## config.mk

```make
export PLATFORM = sky130hd
export DESIGN_NAME = ssd_sensor_flat
export DESIGN_NICKNAME = d
export VERILOG_FILES = /design/src/logic/ssd_pkg.sv /design/src/logic/ssd_link_if.sv /design/src/logic/ssd_sensor.sv /design/src/flat_wrapper.sv
export SDC_FILE = /design/constraint.sdc
export NUM_CORES = 1
export LEC_CHECK = 0
export ABC_AREA = 1
export BUFFER_PORTS_ARGS = -buffer_cell sky130_fd_sc_hd__buf_2
export CAP_MARGIN = 20
export CORE_MARGIN = 1
export CORE_UTILIZATION = 60
export CTS_CLUSTER_SIZE = 40
export DETAILED_ROUTE_END_ITERATION = 10
export PLACE_DENSITY = 0.78
export SYNTH_ARGS = -nofsm -noshare
export SYNTH_HDL_FRONTEND = slang
export SYNTH_SLANG_ARGS = --single-unit
```

## constraint.sdc

```tcl
create_clock -name clock -period 4.4 [get_ports clock]
set_input_delay 0.44 -clock clock [delete_from_list [all_inputs] [get_ports clock]]
set_output_delay 0.44 -clock clock [all_outputs]
set_load 0.005 [all_outputs]
```

## src/logic/ssd_pkg.sv

```systemverilog
// Package for the safety sensor diagnostics: status bit positions, cause codes,
// timing counts and the states of the sensor and the chain gateway.
// Assumes a 50 MHz clock shared by the sensor end and the gateway end.
package ssd_pkg;

   // ---------------------------------------------------------------
   // Clock and timing
   // ---------------------------------------------------------------
   localparam int unsigned CLK_HZ          = 50_000_000;
   localparam int unsigned WARN_MINUTES    = 30;
   // The warning delay needs a 37-bit counter, so the count is kept as a longint.
   localparam longint unsigned WARN_CYCLES = longint'(WARN_MINUTES) * 60 * CLK_HZ;
   localparam int unsigned FLASH_HZ        = 1;
   localparam int unsigned FLASH_HALF_CYC  = CLK_HZ / (2 * FLASH_HZ);
   localparam int unsigned PULSE_HALF_CYC  = FLASH_HALF_CYC;

   // ---------------------------------------------------------------
   // Chain size
   // ---------------------------------------------------------------
   localparam int unsigned MAX_SENSORS     = 31;
   localparam int unsigned IDX_W           = 5;

   // ---------------------------------------------------------------
   // Response byte bit positions
   // ---------------------------------------------------------------
   localparam int unsigned RSP_OUT_EN      = 0;
   localparam int unsigned RSP_ACTUATED    = 1;
   localparam int unsigned RSP_INPUTS_LIVE = 4;
   localparam int unsigned RSP_HYST        = 5;
   localparam int unsigned RSP_WARNING     = 6;
   localparam int unsigned RSP_ERROR       = 7;

   // ---------------------------------------------------------------
   // Request byte and cause byte bit positions
   // ---------------------------------------------------------------
   localparam int unsigned REQ_RESET       = 7;
   localparam int unsigned CAUSE_OUT_ONE   = 0;
   localparam int unsigned CAUSE_OUT_TWO   = 1;
   localparam int unsigned CAUSE_CROSS     = 2;
   localparam int unsigned CAUSE_TEMP      = 3;
   localparam int unsigned CAUSE_ACTUATOR  = 4;
   localparam int unsigned CAUSE_INTERNAL  = 5;
   localparam int unsigned CAUSE_COMM      = 6;
   localparam logic [7:0]  CAUSE_WARN_MASK = 8'h6F;
   localparam logic [7:0]  CAUSE_ERR_MASK  = 8'h3F;
   localparam logic [7:0]  CAUSE_OUT_MASK  = 8'h03;
   localparam logic [7:0]  BYTE_RESET      = 8'h00;

   // ---------------------------------------------------------------
   // Link frame: a request byte goes out, three bytes come back
   // ---------------------------------------------------------------
   localparam int unsigned FRAME_BITS      = 8;
   localparam int unsigned REPLY_BITS      = 24;

   // ---------------------------------------------------------------
   // Types
   // ---------------------------------------------------------------
   typedef enum logic [2:0] {SSD_IDLE, SSD_ON, SSD_HYST, SSD_WARN, SSD_ERROR} ssd_mode_e;
   typedef enum logic [1:0] {SSD_G_IDLE, SSD_G_SEND, SSD_G_RECV, SSD_G_STORE} ssd_gw_e;

endpackage : ssd_pkg

```

## src/logic/ssd_link_if.sv

```systemverilog
// Interface joining one sensor's serial diagnostic pair to the chain gateway.
// Assumes both ends share clock; each direction of the link is one strobe with one data bit, and the gateway also drives sensor_idx.
`timescale 1ns/1ps
interface ssd_link_if;
   logic       req_valid;
   logic       req_bit;
   logic       rsp_valid;
   logic       rsp_bit;
   logic [4:0] sensor_idx;

   modport gateway (output req_valid, output req_bit, output sensor_idx,
                    input rsp_valid, input rsp_bit);
   modport sensor  (input req_valid, input req_bit, input sensor_idx,
                    output rsp_valid, output rsp_bit);
endinterface : ssd_link_if

```

## src/logic/ssd_sensor.sv

```systemverilog
// Sensor end: safety outputs, indicators, diagnostic output, status bytes and
// the serial diagnostic reply shifter.
// Assumes sensing inputs other than link_error and my_index arrive from pins and pass two flip-flops first.
`timescale 1ns/1ps
module ssd_sensor
   import ssd_pkg::*;
(
   // Clock and reset
   input  wire logic                clock,
   input  wire logic                reset_n,
   // Sensing pins
   input  wire logic                actuator_in,
   input  wire logic                hyst_in,
   input  wire logic                safety_input_one,
   input  wire logic                safety_input_two,
   input  wire logic [7:0]          fault_in,
   input  wire logic                link_error,
   input  wire logic [4:0]          my_index,
   // Serial diagnostic pair
   ssd_link_if.sensor               serial_diagnostic,
   // Safety and indicator outputs
   output logic                     safety_output_one,
   output logic                     safety_output_two,
   output logic                     diag_out,
   output logic                     led_green,
   output logic                     led_yellow,
   output logic                     led_red
);
   import ssd_pkg::*;

   // ---------------------------------------------------------------
   // State
   // ---------------------------------------------------------------
   typedef struct packed {
      logic [11:0] sync1;
      logic [11:0] sync2;
      ssd_mode_e   mode;
      logic [7:0]  err_cause;
      logic [7:0]  warn_cause;
      logic        req_bit7;
      logic [7:0]  req_shift;
      logic [3:0]  req_cnt;
      logic [23:0] rsp_shift;
      logic [4:0]  rsp_cnt;
      logic        rsp_valid;
      logic        rsp_bit;
      logic [36:0] warn_cnt;
      logic [24:0] flash_cnt;
      logic        flash;
      logic        out_en;
      logic        diag;
      logic        g;
      logic        y;
      logic        r;
   } ssd_sns_s;

   ssd_sns_s s_r, s_nxt;

   logic        act, hyst, in1, in2, lerr, live, reset_edge, opened;
   logic [7:0]  flt, rsp_byte, cause_byte;
   logic        hit;

   assign act  = s_r.sync2[0];
   assign hyst = s_r.sync2[1];
   assign in1  = s_r.sync2[2];
   assign in2  = s_r.sync2[3];
   assign flt  = s_r.sync2[11:4];
   assign live = in1 & in2;
   assign lerr = link_error;
   assign hit  = serial_diagnostic.sensor_idx == my_index;

   // ---------------------------------------------------------------
   // Next state
   // ---------------------------------------------------------------
   always_comb begin
      s_nxt       = s_r;
      reset_edge  = 1'b0;
      opened      = 1'b0;
      s_nxt.sync1 = {fault_in, safety_input_two, safety_input_one, hyst_in, actuator_in};
      s_nxt.sync2 = s_r.sync1;

      // Blink base: one half period per toggle gives 1 Hz.
      if (s_r.flash_cnt == 25'(FLASH_HALF_CYC - 1)) begin
         s_nxt.flash_cnt = '0;
         s_nxt.flash     = ~s_r.flash;
      end else begin
         s_nxt.flash_cnt = s_r.flash_cnt + 25'd1;
      end

      // Request byte receive; bit 7 falling edge requests an error reset.
      if (serial_diagnostic.req_valid && hit) begin
         s_nxt.req_shift = {s_r.req_shift[6:0], serial_diagnostic.req_bit};
         if (s_r.req_cnt == 4'(FRAME_BITS - 1)) begin
            s_nxt.req_cnt  = '0;
            s_nxt.req_bit7 = s_r.req_shift[6];
            reset_edge     = s_r.req_bit7 & ~s_r.req_shift[6];
         end else begin
            s_nxt.req_cnt = s_r.req_cnt + 4'd1;
         end
      end

      // Warnings follow their cause directly and clear by themselves.
      s_nxt.warn_cause = flt & CAUSE_WARN_MASK;
      s_nxt.warn_cause[CAUSE_COMM] = lerr;

      // Error causes latch; output faults clear only on a reset request with the actuator closed.
      opened = ~act;
      for (int i = 0; i < 8; i++) begin
         if (CAUSE_ERR_MASK[i] && s_r.mode == SSD_ERROR && flt[i]) begin
            s_nxt.err_cause[i] = 1'b1;
         end else if (!flt[i] && (reset_edge || opened) && !CAUSE_OUT_MASK[i]) begin
            s_nxt.err_cause[i] = 1'b0;
         end else if (CAUSE_OUT_MASK[i] && s_r.out_en == 1'b0 && act && !flt[i]
                      && (reset_edge || opened)) begin
            s_nxt.err_cause[i] = 1'b0;
         end
      end

      // Warning timer: thirty minutes of warning escalates to error.
      if (s_r.mode == SSD_WARN) begin
         s_nxt.warn_cnt = s_r.warn_cnt + 37'd1;
      end else begin
         s_nxt.warn_cnt = '0;
      end

      case (s_r.mode)
         SSD_ERROR: begin
            if (s_nxt.err_cause == BYTE_RESET && !(flt[CAUSE_INTERNAL]
                || flt[CAUSE_ACTUATOR])) begin
               s_nxt.mode = act ? SSD_ON : SSD_IDLE;
            end
         end
         default: begin
            if (flt[CAUSE_INTERNAL] || flt[CAUSE_ACTUATOR]) begin
               s_nxt.mode      = SSD_ERROR;
               s_nxt.err_cause = flt & CAUSE_ERR_MASK;
            end else if (s_r.mode == SSD_WARN && s_r.warn_cnt == 37'(WARN_CYCLES - 1)) begin
               s_nxt.mode      = SSD_ERROR;
               s_nxt.err_cause = flt & CAUSE_ERR_MASK;
            end else if (lerr) begin
               // A link fault freezes the mode; only a device fault or the warning timeout still shuts down.
               s_nxt.mode = s_r.mode;
            end else if (!act || !live) begin
               s_nxt.mode = SSD_IDLE;
            end else if ((flt & CAUSE_WARN_MASK) != BYTE_RESET) begin
               s_nxt.mode = SSD_WARN;
            end else if (hyst) begin
               s_nxt.mode = SSD_HYST;
            end else begin
               s_nxt.mode = SSD_ON;
            end
         end
      endcase

      // Outputs follow the mode.
      s_nxt.out_en = 1'b0;
      s_nxt.diag   = 1'b0;
      s_nxt.g      = 1'b0;
      s_nxt.y      = 1'b0;
      s_nxt.r      = 1'b0;
      case (s_nxt.mode)
         SSD_IDLE: s_nxt.g = 1'b1;
         SSD_ON: begin
            s_nxt.out_en = 1'b1;
            s_nxt.diag   = 1'b1;
            s_nxt.y      = 1'b1;
         end
         SSD_HYST: begin
            s_nxt.out_en = 1'b1;
            s_nxt.diag   = s_r.flash;
            s_nxt.y      = s_r.flash;
         end
         SSD_WARN: begin
            s_nxt.out_en = 1'b1;
            s_nxt.r      = s_r.flash;
         end
         SSD_ERROR: s_nxt.r = s_r.flash;
         default: s_nxt.g = 1'b1;
      endcase

      // Reply: response, warning cause, error cause, shifted MSB first.
      rsp_byte = BYTE_RESET;
      rsp_byte[RSP_OUT_EN]      = s_r.out_en;
      rsp_byte[RSP_ACTUATED]    = act;
      rsp_byte[RSP_INPUTS_LIVE] = live;
      rsp_byte[RSP_HYST]        = s_r.mode == SSD_HYST;
      rsp_byte[RSP_WARNING]     = s_r.mode == SSD_WARN || s_r.mode == SSD_ERROR;
      rsp_byte[RSP_ERROR]       = s_r.mode == SSD_ERROR;
      cause_byte = s_r.mode == SSD_ERROR ? s_r.err_cause : BYTE_RESET;
      s_nxt.rsp_valid = 1'b0;
      if (serial_diagnostic.req_valid && hit && s_r.req_cnt == 4'(FRAME_BITS - 1)) begin
         s_nxt.rsp_shift = {rsp_byte, s_r.warn_cause, cause_byte};
         s_nxt.rsp_cnt   = 5'(REPLY_BITS);
      end else if (s_r.rsp_cnt != '0) begin
         s_nxt.rsp_valid = 1'b1;
         s_nxt.rsp_bit   = s_r.rsp_shift[23];
         s_nxt.rsp_shift = {s_r.rsp_shift[22:0], 1'b0};
         s_nxt.rsp_cnt   = s_r.rsp_cnt - 5'd1;
      end
   end

   always_ff @(posedge clock) begin
      if (!reset_n) begin
         s_r      <= '0;
         s_r.mode <= SSD_IDLE;
         s_r.g    <= 1'b1;
      end else begin
         s_r <= s_nxt;
      end
   end

   assign safety_output_one           = s_r.out_en;
   assign safety_output_two           = s_r.out_en;
   assign diag_out                    = s_r.diag;
   assign led_green                   = s_r.g;
   assign led_yellow                  = s_r.y;
   assign led_red                     = s_r.r;
   assign serial_diagnostic.rsp_valid = s_r.rsp_valid;
   assign serial_diagnostic.rsp_bit   = s_r.rsp_bit;

endmodule : ssd_sensor

```

## src/flat_wrapper.sv

```systemverilog
// flat-port wrapper written by rule: the top's interface ports become plain ports
module ssd_sensor_flat import ssd_pkg::*;
  (clock, reset_n, actuator_in, hyst_in, safety_input_one, safety_input_two, fault_in, link_error, my_index, safety_output_one, safety_output_two, diag_out, led_green, led_yellow, led_red, serial_diagnostic_req_valid, serial_diagnostic_req_bit, serial_diagnostic_sensor_idx, serial_diagnostic_rsp_valid, serial_diagnostic_rsp_bit);
  ssd_link_if serial_diagnostic_i ();
  input  wire logic clock;
  input  wire logic reset_n;
  input  wire logic actuator_in;
  input  wire logic hyst_in;
  input  wire logic safety_input_one;
  input  wire logic safety_input_two;
  input  wire logic [7:0] fault_in;
  input  wire logic link_error;
  input  wire logic [4:0] my_index;
  output logic safety_output_one;
  output logic safety_output_two;
  output logic diag_out;
  output logic led_green;
  output logic led_yellow;
  output logic led_red;
  input wire logic [$bits(serial_diagnostic_i.req_valid)-1:0] serial_diagnostic_req_valid;
  input wire logic [$bits(serial_diagnostic_i.req_bit)-1:0] serial_diagnostic_req_bit;
  input wire logic [$bits(serial_diagnostic_i.sensor_idx)-1:0] serial_diagnostic_sensor_idx;
  output wire logic [$bits(serial_diagnostic_i.rsp_valid)-1:0] serial_diagnostic_rsp_valid;
  output wire logic [$bits(serial_diagnostic_i.rsp_bit)-1:0] serial_diagnostic_rsp_bit;
  assign serial_diagnostic_i.req_valid = serial_diagnostic_req_valid;
  assign serial_diagnostic_i.req_bit = serial_diagnostic_req_bit;
  assign serial_diagnostic_i.sensor_idx = serial_diagnostic_sensor_idx;
  assign serial_diagnostic_rsp_valid = serial_diagnostic_i.rsp_valid;
  assign serial_diagnostic_rsp_bit = serial_diagnostic_i.rsp_bit;
  ssd_sensor u_core (.clock(clock), .reset_n(reset_n), .actuator_in(actuator_in), .hyst_in(hyst_in), .safety_input_one(safety_input_one), .safety_input_two(safety_input_two), .fault_in(fault_in), .link_error(link_error), .my_index(my_index), .serial_diagnostic(serial_diagnostic_i), .safety_output_one(safety_output_one), .safety_output_two(safety_output_two), .diag_out(diag_out), .led_green(led_green), .led_yellow(led_yellow), .led_red(led_red));
endmodule
```

==> flow_summary.yaml, run 1 <==
outcome:
  run_status: "finished, final reports clean"
layout:
  syn2layout_area_growth_pct: 12.58
  diodes: 0
  drive_above_1_share_pct: 11.62
  layout.nets: 974
global_routing:
  grt_max_degree: 50
  grt_usage_pct: 25.49
  grt_pass1_wl_um: 23210
  antenna_found_initial: 0
  grt_pass1_vias: 5192
  grt-ovfl-total: 0
setup_path:
  cp-end-kind: "flip-flop"
  worstSetupPathType: "in -> reg"
  crit_path_start_kind: "primary input"
  critPathArrivalTime_ps: 3200
  worstPathMaxFanout: 22
  required_ps: 4830
floorplanning:
  die_y_um: 107.7
  core_um2: 10840
  start_util_pct: 61.82
  dieArea_um2: 11600
  pin_count: 35
  rows: 38
  die_w_um: 107.7
placement:
  port_buffers: 34
  dp_hpwl_um: 9530
  routabilityCongestion: 0.9195
yosys:
  async_flop_share_pct: 0
  ys.flop_type: "dfxtp_1"
  ys_ff_latch: 151
  ys_warn_count: 0
  seq_area_frac_synth_pct: 45.11
  synth_area_um2: 6701
  synth_nets: 941
  postSynthCellCount: 909
  synth_area_per_cell_um2: 7.372
  synth_cell_types: 44
  synth_edf_count: 0
power_and_ir_drop:
  vdd_ir_drop_max_mv: 0.3241
  totalPowerFinal_w: 0.003345
  leakage_nw: 3.029
  power.density_nw_per_um2: 443.3
sta:
  max_freq_mhz: 360.0
  maxSlewHeadroom_pct: 33.82
  hold_violations: 0
  setup_viol_count_final: 0
  fin_tns_setup_ps: 0
  rsz0062_at_grt: "no"
  finalCritPeriodShare_pct: 63.12
  skew_ps: 7.604
  worst_pin_slew_ps: 991.6
  final.min_clock_period_ps: 2777
  slew_violations: 0
cts:
  cts_resized: 0
  cts_made_buffers: 17
  cts_max_level: 4
  clk_path_buf_depth: 2
  cts_setup_buffers: 0
  cts_num_sinks: 151
  clk_pin_slew_worst_paths_ps: 60
  clock_latency_ps: 530
  ctsHoldBuffers: 0
  cts_root_buf: "clkbuf_8"
  cts_tree: "built"
routing:
  ant_nets: 0
  wl_um: 13860
  dr_total_vias: 5782
  post_drt_wl_per_cell_um: 12.66
  dr.pass1.iters: 5
  drcViolationCount: 0
  vias_per_cell: 5.280
  drt_iter0_markers: 315
job:
  cap_violations: 0
worst_hold_path:
  hold_path.class: "in -> reg"
==> layout make-up <==
cell class	instances	area (um^2)
clock buffers	20	455.4
clock inverters	12	121.4
fillers	915	3296
inverters	143	536.8
multi-input cells	592	3040
flip-flops and latches	151	3023
well taps	140	175.2
repair buffers	37	192.7
==> worst paths after layout <==
path         depth (start not counted)  slack, ps                            start                 to
max reg2reg                          7       1770                   u_core.s_r[99]     u_core.s_r[87]
max                                 13       1620  serial_diagnostic_sensor_idx[3]     u_core.s_r[87]
min                                  3         80                      fault_in[4]  u_core.s_nxt[139]
min reg2reg                          2        410                u_core.s_nxt[140]      u_core.flt[5]
==> per-layer routing <==
metal  up-vias  global-route usage, %  part of all wire, %
met2       164                  39.65                   44
li1       3022                      -                    -
met1      2577                  34.05                   49
met4         0                  8.904                  1.5
met5         -                      0                    0
met3        19                  6.719                  5.3
==> worst max-delay path, stage by stage <==
cell and delay (ps):
buf_2 80, inv_1 40, nand2_1 50, nand2_1 50, nor2_1 140, nand2_1 80
nor2_2 380, inv_2 180, nor2_2 650, inv_1 390, nand2_1 360, nor2_1 110
a32o_1 230
==> through the flow <==
step	setup slack [ps]	hold WS [ps]	util, %	instance area, um^2	instances
after floorplan	2509	390.5	-	6701	909
after global placement	1179	393.8	64.28	6968	1063
after detailed placement	1078	395.3	64.28	6968	1063
after CTS	1627	67.88	69.60	7545	1095
after global routing	1280	71.47	69.60	7545	1095
final	1623	84.57	69.60	7545	1095
==> sequential cells by signal, indices dropped and copies added, names as in the netlist <==
name,count
u_core.s_nxt,12
u_core.diag_out,1
u_core.led_green,1
u_core.act,1
u_core.in1,1
u_core.hyst,1
u_core.in2,1
u_core.safety_output_one,1
u_core.serial_diagnostic.rsp_valid,1
u_core.flt,8
u_core.s_r,121
u_core.led_red,1
u_core.serial_diagnostic.rsp_bit,1
==> synth_stat cells (3+ instances only) <==
cell type | n | area [um^2]
nand2_1 | 186 | 698.2
dfxtp_1 | 151 | 3023
inv_1 | 141 | 529.3
nor2_1 | 103 | 386.6
nor3_1 | 49 | 245.2
a21oi_1 | 42 | 210.2
nand3_1 | 32 | 160.2
o21ai_0 | 27 | 135.1
nand4_1 | 26 | 162.7
a31oi_1 | 16 | 100.1
clkbuf_1 | 13 | 48.80
nor4_1 | 13 | 81.33
xor2_1 | 10 | 87.58
a221oi_1 | 7 | 61.31
nor3b_1 | 7 | 52.55
or2_2 | 7 | 43.79
xnor2_1 | 7 | 61.31
buf_2 | 6 | 30.03
nor2_2 | 6 | 37.54
nor4_2 | 6 | 75.07
a211oi_1 | 5 | 37.54
ha_1 | 5 | 62.56
nand2_2 | 5 | 31.28
nor3_2 | 5 | 50.05
nor2_4 | 4 | 45.04
or2_0 | 3 | 18.77
==> kinds of logic (layout without fill, tap and decap cells) <==
kind of cell,after synthesis,in the layout,share of synthesized area [%]
and+or+nand+nor,461,461,32.77
buffers and inverters,166,212,9.522
AOI/OAI and AO/OA,109,109,9.448
adders and majority gates,5,5,0.9335
xor gates and xnor gates,17,17,2.222
DFF,151,151,45.11
==> layout by cell type, fill, tap and decap left out, types with 10 or more instances in the layout <==
master,instances
nand3_1,32
nand4_1,26
nor2_1,103
nand2_1,186
nor3_1,49
nor4_1,13
dfxtp_1,151
a21oi_1,42
buf_2,34
o21ai_0,27
xor2_1,10
inv_1,141
clkbuf_16,16
a31oi_1,16
==> power breakdown <==
| part | switching, W | total, W | internal, W |
|---|---|---|---|
| Sequential | 0.0000434 | 0.00149 | 0.00145 |
| Combinational | 0.000292 | 0.000462 | 0.000171 |
| Clock | 0.000587 | 0.00139 | 0.000803 |
(Power assumes the default switching activity.)
==> run 2: changes to the inputs <==
CORE_UTILIZATION = 55   (was 60)
PLACE_DENSITY = 0.76   (was 0.78)
clock period = 2.5 ns   (was 4.4 ns; I/O delays follow)
==> flow_summary.yaml, run 2 (synthesized netlist as in run 1, its figures left out) <==
outcome:
  run_status: "finished, final reports clean"
cts:
  clk_pin_slew_worst_paths_ps: 60
  clock_latency_ps: 420
  cts_max_level: 4
  cts_setup_buffers: 0
  cts_tree: "built"
  clk_path_buf_depth: 2
  cts_made_buffers: 17
  cts_num_sinks: 151
  cts_root_buf: "clkbuf_16"
setup_path:
  worstSetupPathType: "reg -> reg"
  critPathArrivalTime_ps: 2530
  worstReg2RegEnd: "u_core.s_r[55]"
  critPathLaunch: "u_core.s_r[31]"
  required_ps: 2760
  critPathSlowestCell: "dfxtp_1"
  path_cells: "ha_1 -> nand3_1 -> inv_1 -> nand2_2 -> nor4_2 -> nand2_1 -> nor3_2 -> nand2_1 -> nor3_4 -> inv_1 -> o21ai_1 -> a21oi_1"
  worstRegToRegCells: 12
  cp_slowest_stage_delay_ps: 370
  worstPathMaxFanout: 6
  r2r_slack_ps: 230
  cp-end-kind: "flip-flop"
  rr_startpoint: "u_core.s_r[31]"
  endpoint: "u_core.s_r[55]"
  crit_path_start_kind: "flip-flop"
layout:
  diodes: 0
  largest_reg_flops: 121
  final_common_cell: "nand2_1"
  layout.nets: 993
  drive_above_1_share_pct: 12.54
  final_cell_area_um2: 7734
  top_register: "u_core.s_r"
  final_core_util_pct: 66.31
  syn2layout_area_growth_pct: 15.40
  final_cell_mix: "nand2_1 (185), dfxtp_1 (151), inv_1 (141), nor2_1 (103), nor3_1 (49)"
routing:
  vias_per_cell: 5.255
  post_drt_wl_per_cell_um: 12.54
  wl_um: 14000
  drt_iter0_markers: 454
  ant_nets: 0
  drcViolationCount: 0
  dr.pass1.iters: 5
  dr_total_vias: 5865
sta:
  hold_violations: 0
  finalCritPeriodShare_pct: 90.95
  final.min_clock_period_ps: 2274
  rsz0062_at_grt: "yes"
  skew_ps: 6.248
  setup_viol_count_final: 0
  maxSlewHeadroom_pct: 33.70
  max_freq_mhz: 439.8
  fin_tns_setup_ps: 0
  whs_ps: 10.49
  worst_pin_slew_ps: 993.3
  slew_violations: 0
power_and_ir_drop:
  leakage_nw: 3.158
  totalPowerFinal_w: 0.006043
  power.density_nw_per_um2: 781.4
  vdd_ir_drop_max_mv: 0.6299
global_routing:
  grt_pass1_wl_um: 24150
  grt-ovfl-total: 0
  grt_max_degree: 50
  grt_usage_pct: 23.81
  antenna_found_initial: 0
  grt_pass1_vias: 5330
floorplanning:
  die_w_um: 112.4
  core_um2: 11660
  pin_count: 35
  rows: 39
  die_y_um: 112.4
  start_util_pct: 57.46
  dieArea_um2: 12630
placement:
  routabilityCongestion: 0.8818
  dp_hpwl_um: 9847
  port_buffers: 34
  placed_area_um2: 7054
worst_hold_path:
  hold_path.class: "in -> reg"
job:
  cap_violations: 0
==> run 2: how the worst min path moves through the flow <==
stage,start,to,slack (ps),cells after the start
3_3_place_gp,u_core.s_nxt[135],u_core.flt[0],390,2
6_report,actuator_in,u_core.s_nxt[131],10,3
3_5_place_dp,u_core.s_nxt[132],u_core.hyst,390,2
5_1_grt,fault_in[3],u_core.s_nxt[138],7,3
4_1_cts,hyst_in,u_core.s_nxt[132],2,3
2_1_floorplan,link_error,u_core.s_r[118],340,2
==> run 2: area by class of cell <==
type | instances | area, um^2
clock buffer | 19 | 442.9
clock inverter | 12 | 141.4
fill | 1000 | 3929
inverter | 143 | 536.8
multi-input combinational | 592 | 3058
sequential | 151 | 3023
tap | 143 | 178.9
timing repair buffer | 56 | 352.8
==> run 2: metal layers <==
metal	GRT usage, %	part of all wire, %
met1	31.37	48
met2	37.93	45
met3	6.102	5.5
met4	8.444	1.5
met5	0	0
==> run 2: critical path: cells and delay by family, from the launching register on <==
kind,cells,cell delay [ps]
fa+ha+maj,1,190
flops,1,370
buf+inv,2,220
simple gates,7,1110
compound gates,2,230
==> run 2: stage by stage <==
step	setup slack [ps]	instances
after floorplan	609.2	909
after global placement	310.1	1077
after detailed placement	264.5	1077
after CTS	238.4	1115
after global routing	-18.55	1116
final	226.2	1116
==> run 2: power by group <==
| group | switching, W | internal (W) | total, W |
|---|---|---|---|
| Clock | 0.00101 | 0.00150 | 0.00251 |
| Sequential | 0.0000776 | 0.00255 | 0.00263 |
| Combinational | 0.000539 | 0.000362 | 0.000901 |
==> run 2: repair_timing <==
item | 4_1_cts | 5_1_grt
endpoints found under the hold margin | 7 | 0
setup endpoints to repair | 0 | 5
hold buffers | 7 | 0
resized for setup | 0 | 3
